--- config.mk ---
export PLATFORM = sky130hd
export DESIGN_NAME = dsl_serial_load
export DESIGN_NICKNAME = d
export VERILOG_FILES = /design/src/inc/dsl_pkg.sv /design/src/hw/dsl_serial_load.sv
export SDC_FILE = /design/constraint.sdc
export NUM_CORES = 1
export LEC_CHECK = 0
export ABC_CLOCK_PERIOD_IN_PS = 1500
export BUFFER_PORTS_ARGS = -buffer_cell sky130_fd_sc_hd__buf_2
export CAP_MARGIN = 10
export CELL_PAD_IN_SITES_DETAIL_PLACEMENT = 1
export CELL_PAD_IN_SITES_GLOBAL_PLACEMENT = 2
export CORE_UTILIZATION = 39
export DETAILED_ROUTE_END_ITERATION = 7
export GPL_ROUTABILITY_DRIVEN = 0
export PLACE_DENSITY_LB_ADDON = 0.1
export SKIP_LAST_GASP = 1
export SLEW_MARGIN = 20
export SYNTH_ARGS = -nofsm -noshare
export SYNTH_HDL_FRONTEND = slang
export SYNTH_SLANG_ARGS = --single-unit
--- constraint.sdc ---
create_clock -name clk_sys -period 1.5 [get_ports clk_sys]
set_input_delay 0.225 -clock clk_sys [delete_from_list [all_inputs] [get_ports clk_sys]]
set_output_delay 0.225 -clock clk_sys [all_outputs]
set_load 0.05 [all_outputs]
--- src/inc/dsl_pkg.sv ---
// package for the dac serial load interface: constants and carrier types
package dsl_pkg;
  localparam int          DATA_W       = 8;        // bits per frame and dac code width
  localparam int          CNT_W        = 4;        // bit counter width
  localparam logic [3:0]  FRAME_BITS   = 4'h8;     // falling edges per frame
  localparam logic [7:0]  INPUT_RST    = 8'h00;    // input register after reset
  localparam logic [7:0]  DAC_RST      = 8'h00;    // dac code after reset
  localparam logic [3:0]  CNT_RST      = 4'h0;     // bit counter after reset
  localparam logic [2:0]  WARM_CYCLES  = 3'h4;     // clk_sys edges before pin edges count
  localparam int          SYS_PERIOD_NS = 8;       // clk_sys period
  localparam int          SCLK_MAX_MHZ  = 50;      // host serial clock ceiling
  // link pins after sampling
  typedef struct packed {
    logic sclk;
    logic sdata;
    logic frame_n;
    logic load_n;
  } dsl_link_t;
  // frame progress
  typedef enum logic [1:0] {
    DSL_IDLE  = 2'b00,
    DSL_SHIFT = 2'b01,
    DSL_FULL  = 2'b10
  } dsl_state_t;
endpackage

--- src/hw/dsl_serial_load.sv ---
// dac serial load interface: shift register, bit counter and dac update latch
`timescale 1ns/100ps
`default_nettype none
// What this block does
// - sample serial data on each of a frame's first eight serial clock falling edges into 8-bit register.
// - frame select low enables clock, data and shift register.
// - after frame select falls, next eight falling edges carry one bit each.
// - dac output updates from input register when load strobe falls.
// - load strobe held low updates dac after eight edges with frame low.
module dsl_serial_load (
  input  wire logic       clk_sys,
  input  wire logic       rst_n,
  input  wire logic       serial_clk,
  input  wire logic       serial_data_in,
  input  wire logic       frame_sel_n,
  input  wire logic       dac_load_strobe_n,
  output logic [7:0]      dac_code,
  output logic [7:0]      input_word,
  output logic            dac_update
);
  // reset release through two flops
  logic [1:0] rst_sync;
  always_ff @(posedge clk_sys or negedge rst_n) begin
    if (!rst_n) rst_sync <= 2'b00;
    else        rst_sync <= {rst_sync[0], 1'b1};
  end
  wire logic rst_q_n = rst_sync[1];

  // input pipeline: every pin passes s1, s2 and s3 on clk_sys; s1 is only a
  // metastability catcher and feeds nothing but s2. a level counts once s2
  // and s3 agree, so a pin must stay put for at least two clk_sys cycles.
  // serial data is taken from s3 together with the clock edge decision, so
  // both see the pins at the same moment; the host keeps data steady around
  // its falling edge, which covers the skew between the two pins
  // three-stage samplers; stage 1 feeds stage 2 only, change counts when 2 and 3 agree
  dsl_pkg::dsl_link_t s1, s2, s3;
  always_ff @(posedge clk_sys or negedge rst_q_n) begin
    if (!rst_q_n) begin
      s1 <= 4'hf;
      s2 <= 4'hf;
      s3 <= 4'hf;
    end else begin
      s1 <= '{serial_clk, serial_data_in, frame_sel_n, dac_load_strobe_n};
      s2 <= s1;
      s3 <= s2;
    end
  end

  // warm-up: the stages leave reset preset high, so a pin that idles low would
  // look like a falling edge straight after reset; edges stay masked until
  // every stage and the filter hold the real pin level
  logic [2:0] warm_cnt;
  wire logic  primed = (warm_cnt == dsl_pkg::WARM_CYCLES);
  always_ff @(posedge clk_sys or negedge rst_q_n) begin
    if (!rst_q_n)     warm_cnt <= 3'h0;
    else if (!primed) warm_cnt <= warm_cnt + 3'h1;
  end

  // per-signal filtered level: copies stage 3 while warming up, then only
  // moves when stages 2 and 3 agree, so a lone odd sample never counts
  dsl_pkg::dsl_link_t filt;
  always_ff @(posedge clk_sys or negedge rst_q_n) begin
    if (!rst_q_n)     filt <= 4'hf;
    else if (!primed) filt <= s3;
    else              filt <= ~(s2 ^ s3) & s3 | (s2 ^ s3) & filt;
  end

  // edge decode; sclk falls far slower than clk_sys (160 ns bench period).
  // the cost of the filter is a detection lag of three to four clk_sys
  // cycles, which limits the serial clock to well below the pin rating
  wire logic sclk_fall = primed & filt.sclk & ~s3.sclk & ~s2.sclk;
  wire logic load_fall = primed & filt.load_n & ~s3.load_n & ~s2.load_n;
  wire logic frame_low = ~filt.frame_n;
  // data sampled from stage 3 with its clock edge, same pipeline depth
  wire logic data_bit  = s3.sdata;

  dsl_pkg::dsl_state_t state, next_state;
  logic [3:0] bit_cnt;
  logic [3:0] next_bit_cnt;
  logic [7:0] next_input_word;
  logic [7:0] next_dac_code;

  // auto mode is strobe low but not its falling edge this cycle, so a strobe
  // that falls together with the eighth edge loads the word without that edge's bit;
  // edges past the eighth find the shifter in the full state and are dropped
  wire logic shift_ok  = frame_low & sclk_fall & (state == dsl_pkg::DSL_SHIFT);
  wire logic last_bit  = shift_ok & (bit_cnt == dsl_pkg::FRAME_BITS - 4'h1);
  wire logic auto_mode = ~filt.load_n & ~load_fall;
  wire logic auto_upd  = auto_mode & last_bit;
  wire logic strobe_upd = load_fall;

  // frame sequencing
  always_comb begin
    next_state      = state;
    next_bit_cnt    = bit_cnt;
    next_input_word = input_word;
    unique case (state)
      dsl_pkg::DSL_IDLE: begin
        if (frame_low) begin
          next_state   = dsl_pkg::DSL_SHIFT;
          next_bit_cnt = dsl_pkg::CNT_RST;
        end
      end
      dsl_pkg::DSL_SHIFT: begin
        if (!frame_low) begin
          next_state = dsl_pkg::DSL_IDLE;
        end else if (shift_ok) begin
          next_input_word = {input_word[6:0], data_bit};
          next_bit_cnt    = bit_cnt + 4'h1;
          if (last_bit) next_state = dsl_pkg::DSL_FULL;
        end
      end
      dsl_pkg::DSL_FULL: begin
        // further edges in the frame are ignored until frame select rises
        if (!frame_low) next_state = dsl_pkg::DSL_IDLE;
      end
      default: next_state = dsl_pkg::DSL_IDLE;
    endcase
  end

  // dac latch: strobe edge or auto mode completion
  always_comb begin
    next_dac_code = dac_code;
    if (auto_upd)        next_dac_code = next_input_word;
    else if (strobe_upd) next_dac_code = input_word;
  end

  always_ff @(posedge clk_sys or negedge rst_q_n) begin
    if (!rst_q_n) begin
      state      <= dsl_pkg::DSL_IDLE;
      bit_cnt    <= dsl_pkg::CNT_RST;
      input_word <= dsl_pkg::INPUT_RST;
      dac_code   <= dsl_pkg::DAC_RST;
      dac_update <= 1'b0;
    end else begin
      state      <= next_state;
      bit_cnt    <= next_bit_cnt;
      input_word <= next_input_word;
      dac_code   <= next_dac_code;
      dac_update <= auto_upd | strobe_upd;
    end
  end
endmodule
`default_nettype wire

==> flow_metrics.env, run 1 <==
export IMPL_fin_nets=191
export IMPL_power_leakage_nw=1.07
export IMPL_grt_pass1_wl_um=6340
export IMPL_rsz0062_at_grt="yes"
export IMPL_power_frac_seq=0.496
export IMPL_ys_warn_count=0
export IMPL_rows=23
export IMPL_die_w_um=68.5
export IMPL_synth_cell_type_count=38
export IMPL_outcome="finished with violations"
export IMPL_p_int_w=0.00186
export IMPL_critPathLaunch="warm_cnt[1]"
export IMPL_drt_pre_antenna_iters=4
export IMPL_die_area_um2=4690
export IMPL_die_h_um=68.5
export IMPL_startpoint_type="flop"
export IMPL_ir_drop_mv=0.713
export IMPL_setup_viol=13
export IMPL_n_antenna_cell=0
export IMPL_antenna_found_initial=0
export IMPL_layout_min_cycle_time_ns=1.66
export IMPL_synth_seq_area_share=0.635
export IMPL_setup_slack_ns=-0.162
export IMPL_p_sw_w=0.000912
export IMPL_ios=23
export IMPL_drive_gt1_frac=0.552
export IMPL_clk_path_buf_depth=2
export IMPL_hpwl_um=2590
export IMPL_fp_coreArea_um2=4120
export IMPL_maxSlewViolCount=0
export IMPL_max_cap_violations=0
export IMPL_numPortBuffers=22
export IMPL_root_buffer="clkbuf_8"
export IMPL_fmax_mhz=602
export IMPL_p_comb_frac=0.232
export IMPL_power_share_clock=0.272
export IMPL_final_common_cell="dfrtp_1"
export IMPL_place_inst=217
export IMPL_cts_sinks=43
export IMPL_wl_per_cell_um=16.5
export IMPL_hold_violations=0
export IMPL_cts_tree="done"
export IMPL_antenna_left=0
export IMPL_clk_pin_slew_ns=0.09
export IMPL_dp_slack_ns=-0.219
export IMPL_post_route_period_util=1.11
export IMPL_h_tree_depth=2
export IMPL_vias_per_cell=5.21
export IMPL_fin_cells=233
export IMPL_grtUsageTotal=0.192
export IMPL_initial_core_util=0.419
export IMPL_wl_um=3840
export IMPL_switching_share=0.329
export IMPL_cts_made_buffers=5
export IMPL_required_ns=1.69
export IMPL_synthTopCellsByArea="dfrtp_1 (41%), dfstp_2 (23%), mux2_2 (5.2%)"
export IMPL_syn_nets=135
export IMPL_num_vias=1215
export IMPL_powerDensity_nw_per_um2=1220
export IMPL_grt_pass1_vias=1342
export IMPL_yosysTopAreaCellShare=0.407
export IMPL_crit_fanout=5
export IMPL_synth_seq_cells=43
export IMPL_overflow=0
export IMPL_finClkSkew_ns=0.00411
export IMPL_detail_route_iter0_violations=46
export IMPL_violations="negative setup slack"
export IMPL_crit_end="dac_code[1]"
export IMPL_hold_class="primary input to flop"
export IMPL_cp_data_arrival_time_ns=1.85
export IMPL_drc_errors=0
export IMPL_seqCellArea_um2=1090
export IMPL_setup_tns_ns=-1.60
export IMPL_synth_area_um2=1720
export IMPL_r2r_setup_slack_ns=-0.16
export IMPL_synthToLayoutAreaGrowth_pct=32.2
export IMPL_synth_largest_area_cell="dfrtp_1"
export IMPL_r2r_start="warm_cnt[1]"
export IMPL_relSlewSlack=0.655
export IMPL_r2r_cells=6
export IMPL_grt_max_degree=42
export IMPL_final_cell_mix="dfrtp_1 (28), buf_4 (26), buf_2 (22), dfstp_2 (15)"
export IMPL_multiInputGateArea_um2=679
export IMPL_end_kind="flop"
export IMPL_rr_endpoint="dac_code[1]"
export IMPL_clock_latency_ns=0.30
export IMPL_synthCells=126
export IMPL_whs_ns=0.0161
export IMPL_tightestPinTransition_ns=0.518
export IMPL_fill_cells=427
export IMPL_crit_type="flop to flop"
export IMPL_syn_area_per_cell_um2=13.7
==> layout make-up <==
class / count / area share
clock inverter: 3 / 0.0104
sequential: 43 / 0.481
clock buffer: 5 / 0.0302
tap: 50 / 0.0275
timing repair buffer: 51 / 0.148
multi-input combinational: 78 / 0.298
inverter: 3 / 0.00494
==> per-layer routing <==
layer / wire length [um] / share of wire / vias to the layer above / track usage
li1: - / - / 564 / -
met1: 1580 / 0.41 / 626 / 0.212
met2: 2090 / 0.54 / 19 / 0.347
met3: 99 / 0.026 / 6 / 0.0367
met4: 67 / 0.017 / 0 / 0.0938
met5: 0 / 0 / - / 0
==> worst min path at each step <==
stage | startpoint | endpoint | slack (ns) | cells past startpoint
2_1_floorplan | rst_n | rst_sync[0] | -0.07 | 0
3_3_place_gp | rst_n | rst_sync[1] | 0.009 | 1
3_5_place_dp | rst_n | rst_sync[1] | 0.01 | 1
4_1_cts | frame_sel_n | s1[1] | 0.008 | 1
5_1_grt | dac_load_strobe_n | s1[0] | 0.004 | 1
6_report | serial_clk | s1[3] | 0.02 | 1
==> worst max-delay path, stage by stage (launching register included) <==
cell	delay [ns]
dfrtp_1	0.40
inv_2	0.08
ha_4	0.15
nand2_4	0.05
or4b_4	0.53
o22a_1	0.23
o21a_1	0.10
==> synth_stat cells <==
library cell / number
dfrtp_1: 28
dfstp_2: 15
o21a_1: 9
o22a_1: 9
mux2_2: 8
nand2_1: 8
o21ai_0: 6
a21oi_1: 3
and3_2: 3
ha_1: 3
inv_1: 3
nor2_1: 3
nand2_2: 2
nand3_1: 2
a21o_1: 1
a221o_1: 1
a22o_1: 1
and2_1: 1
and3b_1: 1
and4b_4: 1
buf_2: 1
buf_6: 1
clkbuf_1: 1
conb_1: 1
mux2i_1: 1
nand2_4: 1
nand2b_1: 1
nand3b_1: 1
nand4_1: 1
nand4b_2: 1
nor3b_2: 1
nor4_1: 1
nor4_2: 1
o211ai_1: 1
or2_1: 1
or3b_1: 1
or4b_4: 1
xnor2_1: 1
==> cells by family after synthesis <==
kind of cell,synth area share
flops,0.635
simple gates,0.129
compound gates,0.131
mux,0.0581
buf+inv,0.0181
fa+ha+maj,0.0218
other cells,0.00218
xor+xnor,0.00508
==> power groups by stage <==
stage	combinational (W)	sequential (W)	clock, W
global route	0.000685	0.00139	0.000818
finish	0.000641	0.00137	0.000754
detailed placement	0.000616	0.00139	0
floorplan	0.000168	0.00164	0
CTS	0.000639	0.00138	0.000771
global placement	0.000598	0.00139	0
==> state kept, by name, summed over array words and instances, names as in the netlist, named ones only <==
register    count
bit_cnt         4
s1              4
rst_sync        2
dac_update      1
state           2
s2              4
data_bit        1
dac_code        8
s3              3
input_word      8
warm_cnt        3
==> metrics by stage <==
| step | utilization | power [W] | instance area, um^2 |
|---|---|---|---|
| finish | 0.554 | 0.00277 | 2280 |
| global route | 0.554 | 0.00289 | 2280 |
| detailed placement | 0.502 | 0.00201 | 2070 |
| global placement | 0.502 | 0.00199 | 2070 |
| floorplan | - | 0.00181 | 1750 |
| CTS | 0.549 | 0.00279 | 2260 |
==> timing repair <==
item                       CTS  global route
resized for setup            7             5
hold buffers                 1             0
gates cloned                 1             0
hold endpoints to repair     2             0
pin swaps                    3            10
setup endpoints to repair   21            23
buffers inserted             6             1
Note: power is estimated with default switching activity, not from simulation.
==> run 2: changes to the inputs <==
- CORE_ASPECT_RATIO: default -> 0.6
==> run 2 against run 1 <==
  * The flow still finishes with violations (negative setup slack)
  * First-iteration DRC count fell by 39%
  * Sequential share of layout area fell by 0.26 points
  * Power fell by 1.6%
  * Non-clock buffer count rose by 3
  * Clock power fell by 5.7%
  * Maximum frequency fell by 0.11%
  * Die area rose by 0.19%
  * Combinational power fell by 0.6%
==> flow_metrics.env, run 2 (same netlist as run 1, synthesis figures left out) <==
export IMPL_rsz0062_at_grt="yes"
export IMPL_cts_sinks=43
export IMPL_rows=18
export IMPL_outcome="finished with violations"
export IMPL_fp_coreArea_um2=4170
export IMPL_synthToLayoutAreaGrowth_pct=33.0
export IMPL_largestRegisters="dac_code: 8 flops, input_word: 8 flops"
export IMPL_ios=23
export IMPL_ir_drop_mv=0.573
export IMPL_overflow=0
export IMPL_clk_path_buf_depth=2
export IMPL_max_cap_violations=0
export IMPL_clock_latency_ns=0.29
export IMPL_final_core_util=0.550
export IMPL_fmax_mhz=601
export IMPL_n_antenna_cell=0
export IMPL_die_w_um=87.8
export IMPL_setup_tns_ns=-1.50
export IMPL_setup_slack_ns=-0.164
export IMPL_drc_errors=0
export IMPL_hpwl_um=2610
export IMPL_fin_nets=194
export IMPL_final_cell_mix="dfrtp_1 (28), buf_4 (28), buf_2 (22), dfstp_2 (15)"
export IMPL_detail_route_iter0_violations=28
export IMPL_wl_per_cell_um=14.9
export IMPL_finClkSkew_ns=0.00452
export IMPL_grt_pass1_vias=1230
export IMPL_grt_pass1_wl_um=6120
export IMPL_r2r_cells=6
export IMPL_required_ns=1.69
export IMPL_clk_pin_slew_ns=0.08
export IMPL_place_inst=231
export IMPL_hold_class="primary input to flop"
export IMPL_vias_per_cell=4.89
export IMPL_layout_min_cycle_time_ns=1.66
export IMPL_fin_cells=246
export IMPL_grtUsageTotal=0.188
export IMPL_end_kind="flop"
export IMPL_dp_slack_ns=-0.197
export IMPL_cts_made_buffers=5
export IMPL_violations="negative setup slack"
export IMPL_maxSlewViolCount=0
export IMPL_drive_gt1_frac=0.522
export IMPL_hold_violations=0
export IMPL_fill_cells=430
export IMPL_post_route_period_util=1.11
export IMPL_drt_pre_antenna_iters=3
export IMPL_die_h_um=53.5
export IMPL_cp_data_arrival_time_ns=1.86
export IMPL_antenna_found_initial=0
export IMPL_crit_type="flop to flop"
export IMPL_wl_um=3660
export IMPL_startpoint_type="flop"
export IMPL_numPortBuffers=22
export IMPL_antenna_left=0
export IMPL_power_leakage_nw=1.08
export IMPL_setup_viol=21
export IMPL_die_area_um2=4700
export IMPL_cts_tree="done"
export IMPL_initial_core_util=0.414
export IMPL_grt_max_degree=42
export IMPL_num_vias=1203
export IMPL_power_w=0.00272
export IMPL_root_buffer="clkbuf_8"
export IMPL_powerDensity_nw_per_um2=1190
export IMPL_whs_path_depth=1
export IMPL_crit_fanout=5
export IMPL_h_tree_depth=2
[run 2: changes by cell type in the layout (fill, tap and decap cells not counted), sizes merged]
cell and delta:
clkinvlp -2, clkbuf +1, dlygate4sd3 +3, clkinv +1
[run 2: layout make-up]
class / count / area (um^2) / area share
sequential: 43 / 1090 / 0.478
multi-input combinational: 78 / 666 / 0.291
timing repair buffer: 54 / 360 / 0.157
tap: 60 / 75.1 / 0.0328
clock buffer: 6 / 72.6 / 0.0317
clock inverter: 2 / 11.3 / 0.00492
inverter: 3 / 11.3 / 0.00492
[run 2: worst max-delay path, cell delays in order, from the launching register on]
cell and delay, ns:
dfrtp_1 0.40, inv_2 0.08, ha_4 0.15, nand2_4 0.05
or4b_4 0.53, o22a_1 0.24, o21a_1 0.11
[run 2: through the flow]
step	hold slack (ns)	cell area (um^2)
final	0.0262	2290
after global placement	0.00862	2110
after detailed placement	0.0110	2110
after floorplan	-0.0706	1750
after global routing	0.00178	2290
after CTS	0.0125	2260
[run 2: worst paths after layout]
| path | from | slack, ns | to |
|---|---|---|---|
| hold / removal | frame_sel_n | 0.03 | s1[1] |
| setup reg to reg | warm_cnt[1] | -0.16 | dac_code[1] |
| max in group asynchronous | rst_sync[1] | 0.83 | s3[0] |
| setup / recovery | warm_cnt[1] | -0.16 | dac_code[1] |
| hold reg to reg | rst_sync[1] | 0.31 | warm_cnt[0] |
| min in group asynchronous | rst_n | 0.23 | rst_sync[0] |
[run 2: routing by layer]
metal / track usage / share of wire
met3: 0.0562 / 0.026
met5: 0 / 0
met4: 0.0820 / 0.0096
met1: 0.244 / 0.50
met2: 0.289 / 0.46
[run 2: repair_timing]
action	CTS	global route
hold buffers	1	3
hold endpoints to repair	2	3
gates resized for setup	5	0
setup buffers	3	0
gates cloned	1	0
setup endpoints to repair	21	23
pin swaps	4	1
[run 2: power breakdown]
| group | internal (W) | switching (W) |
|---|---|---|
| Combinational | 0.000227 | 0.000410 |
| Sequential | 0.00130 | 0.0000798 |
| Clock | 0.000326 | 0.000384 |
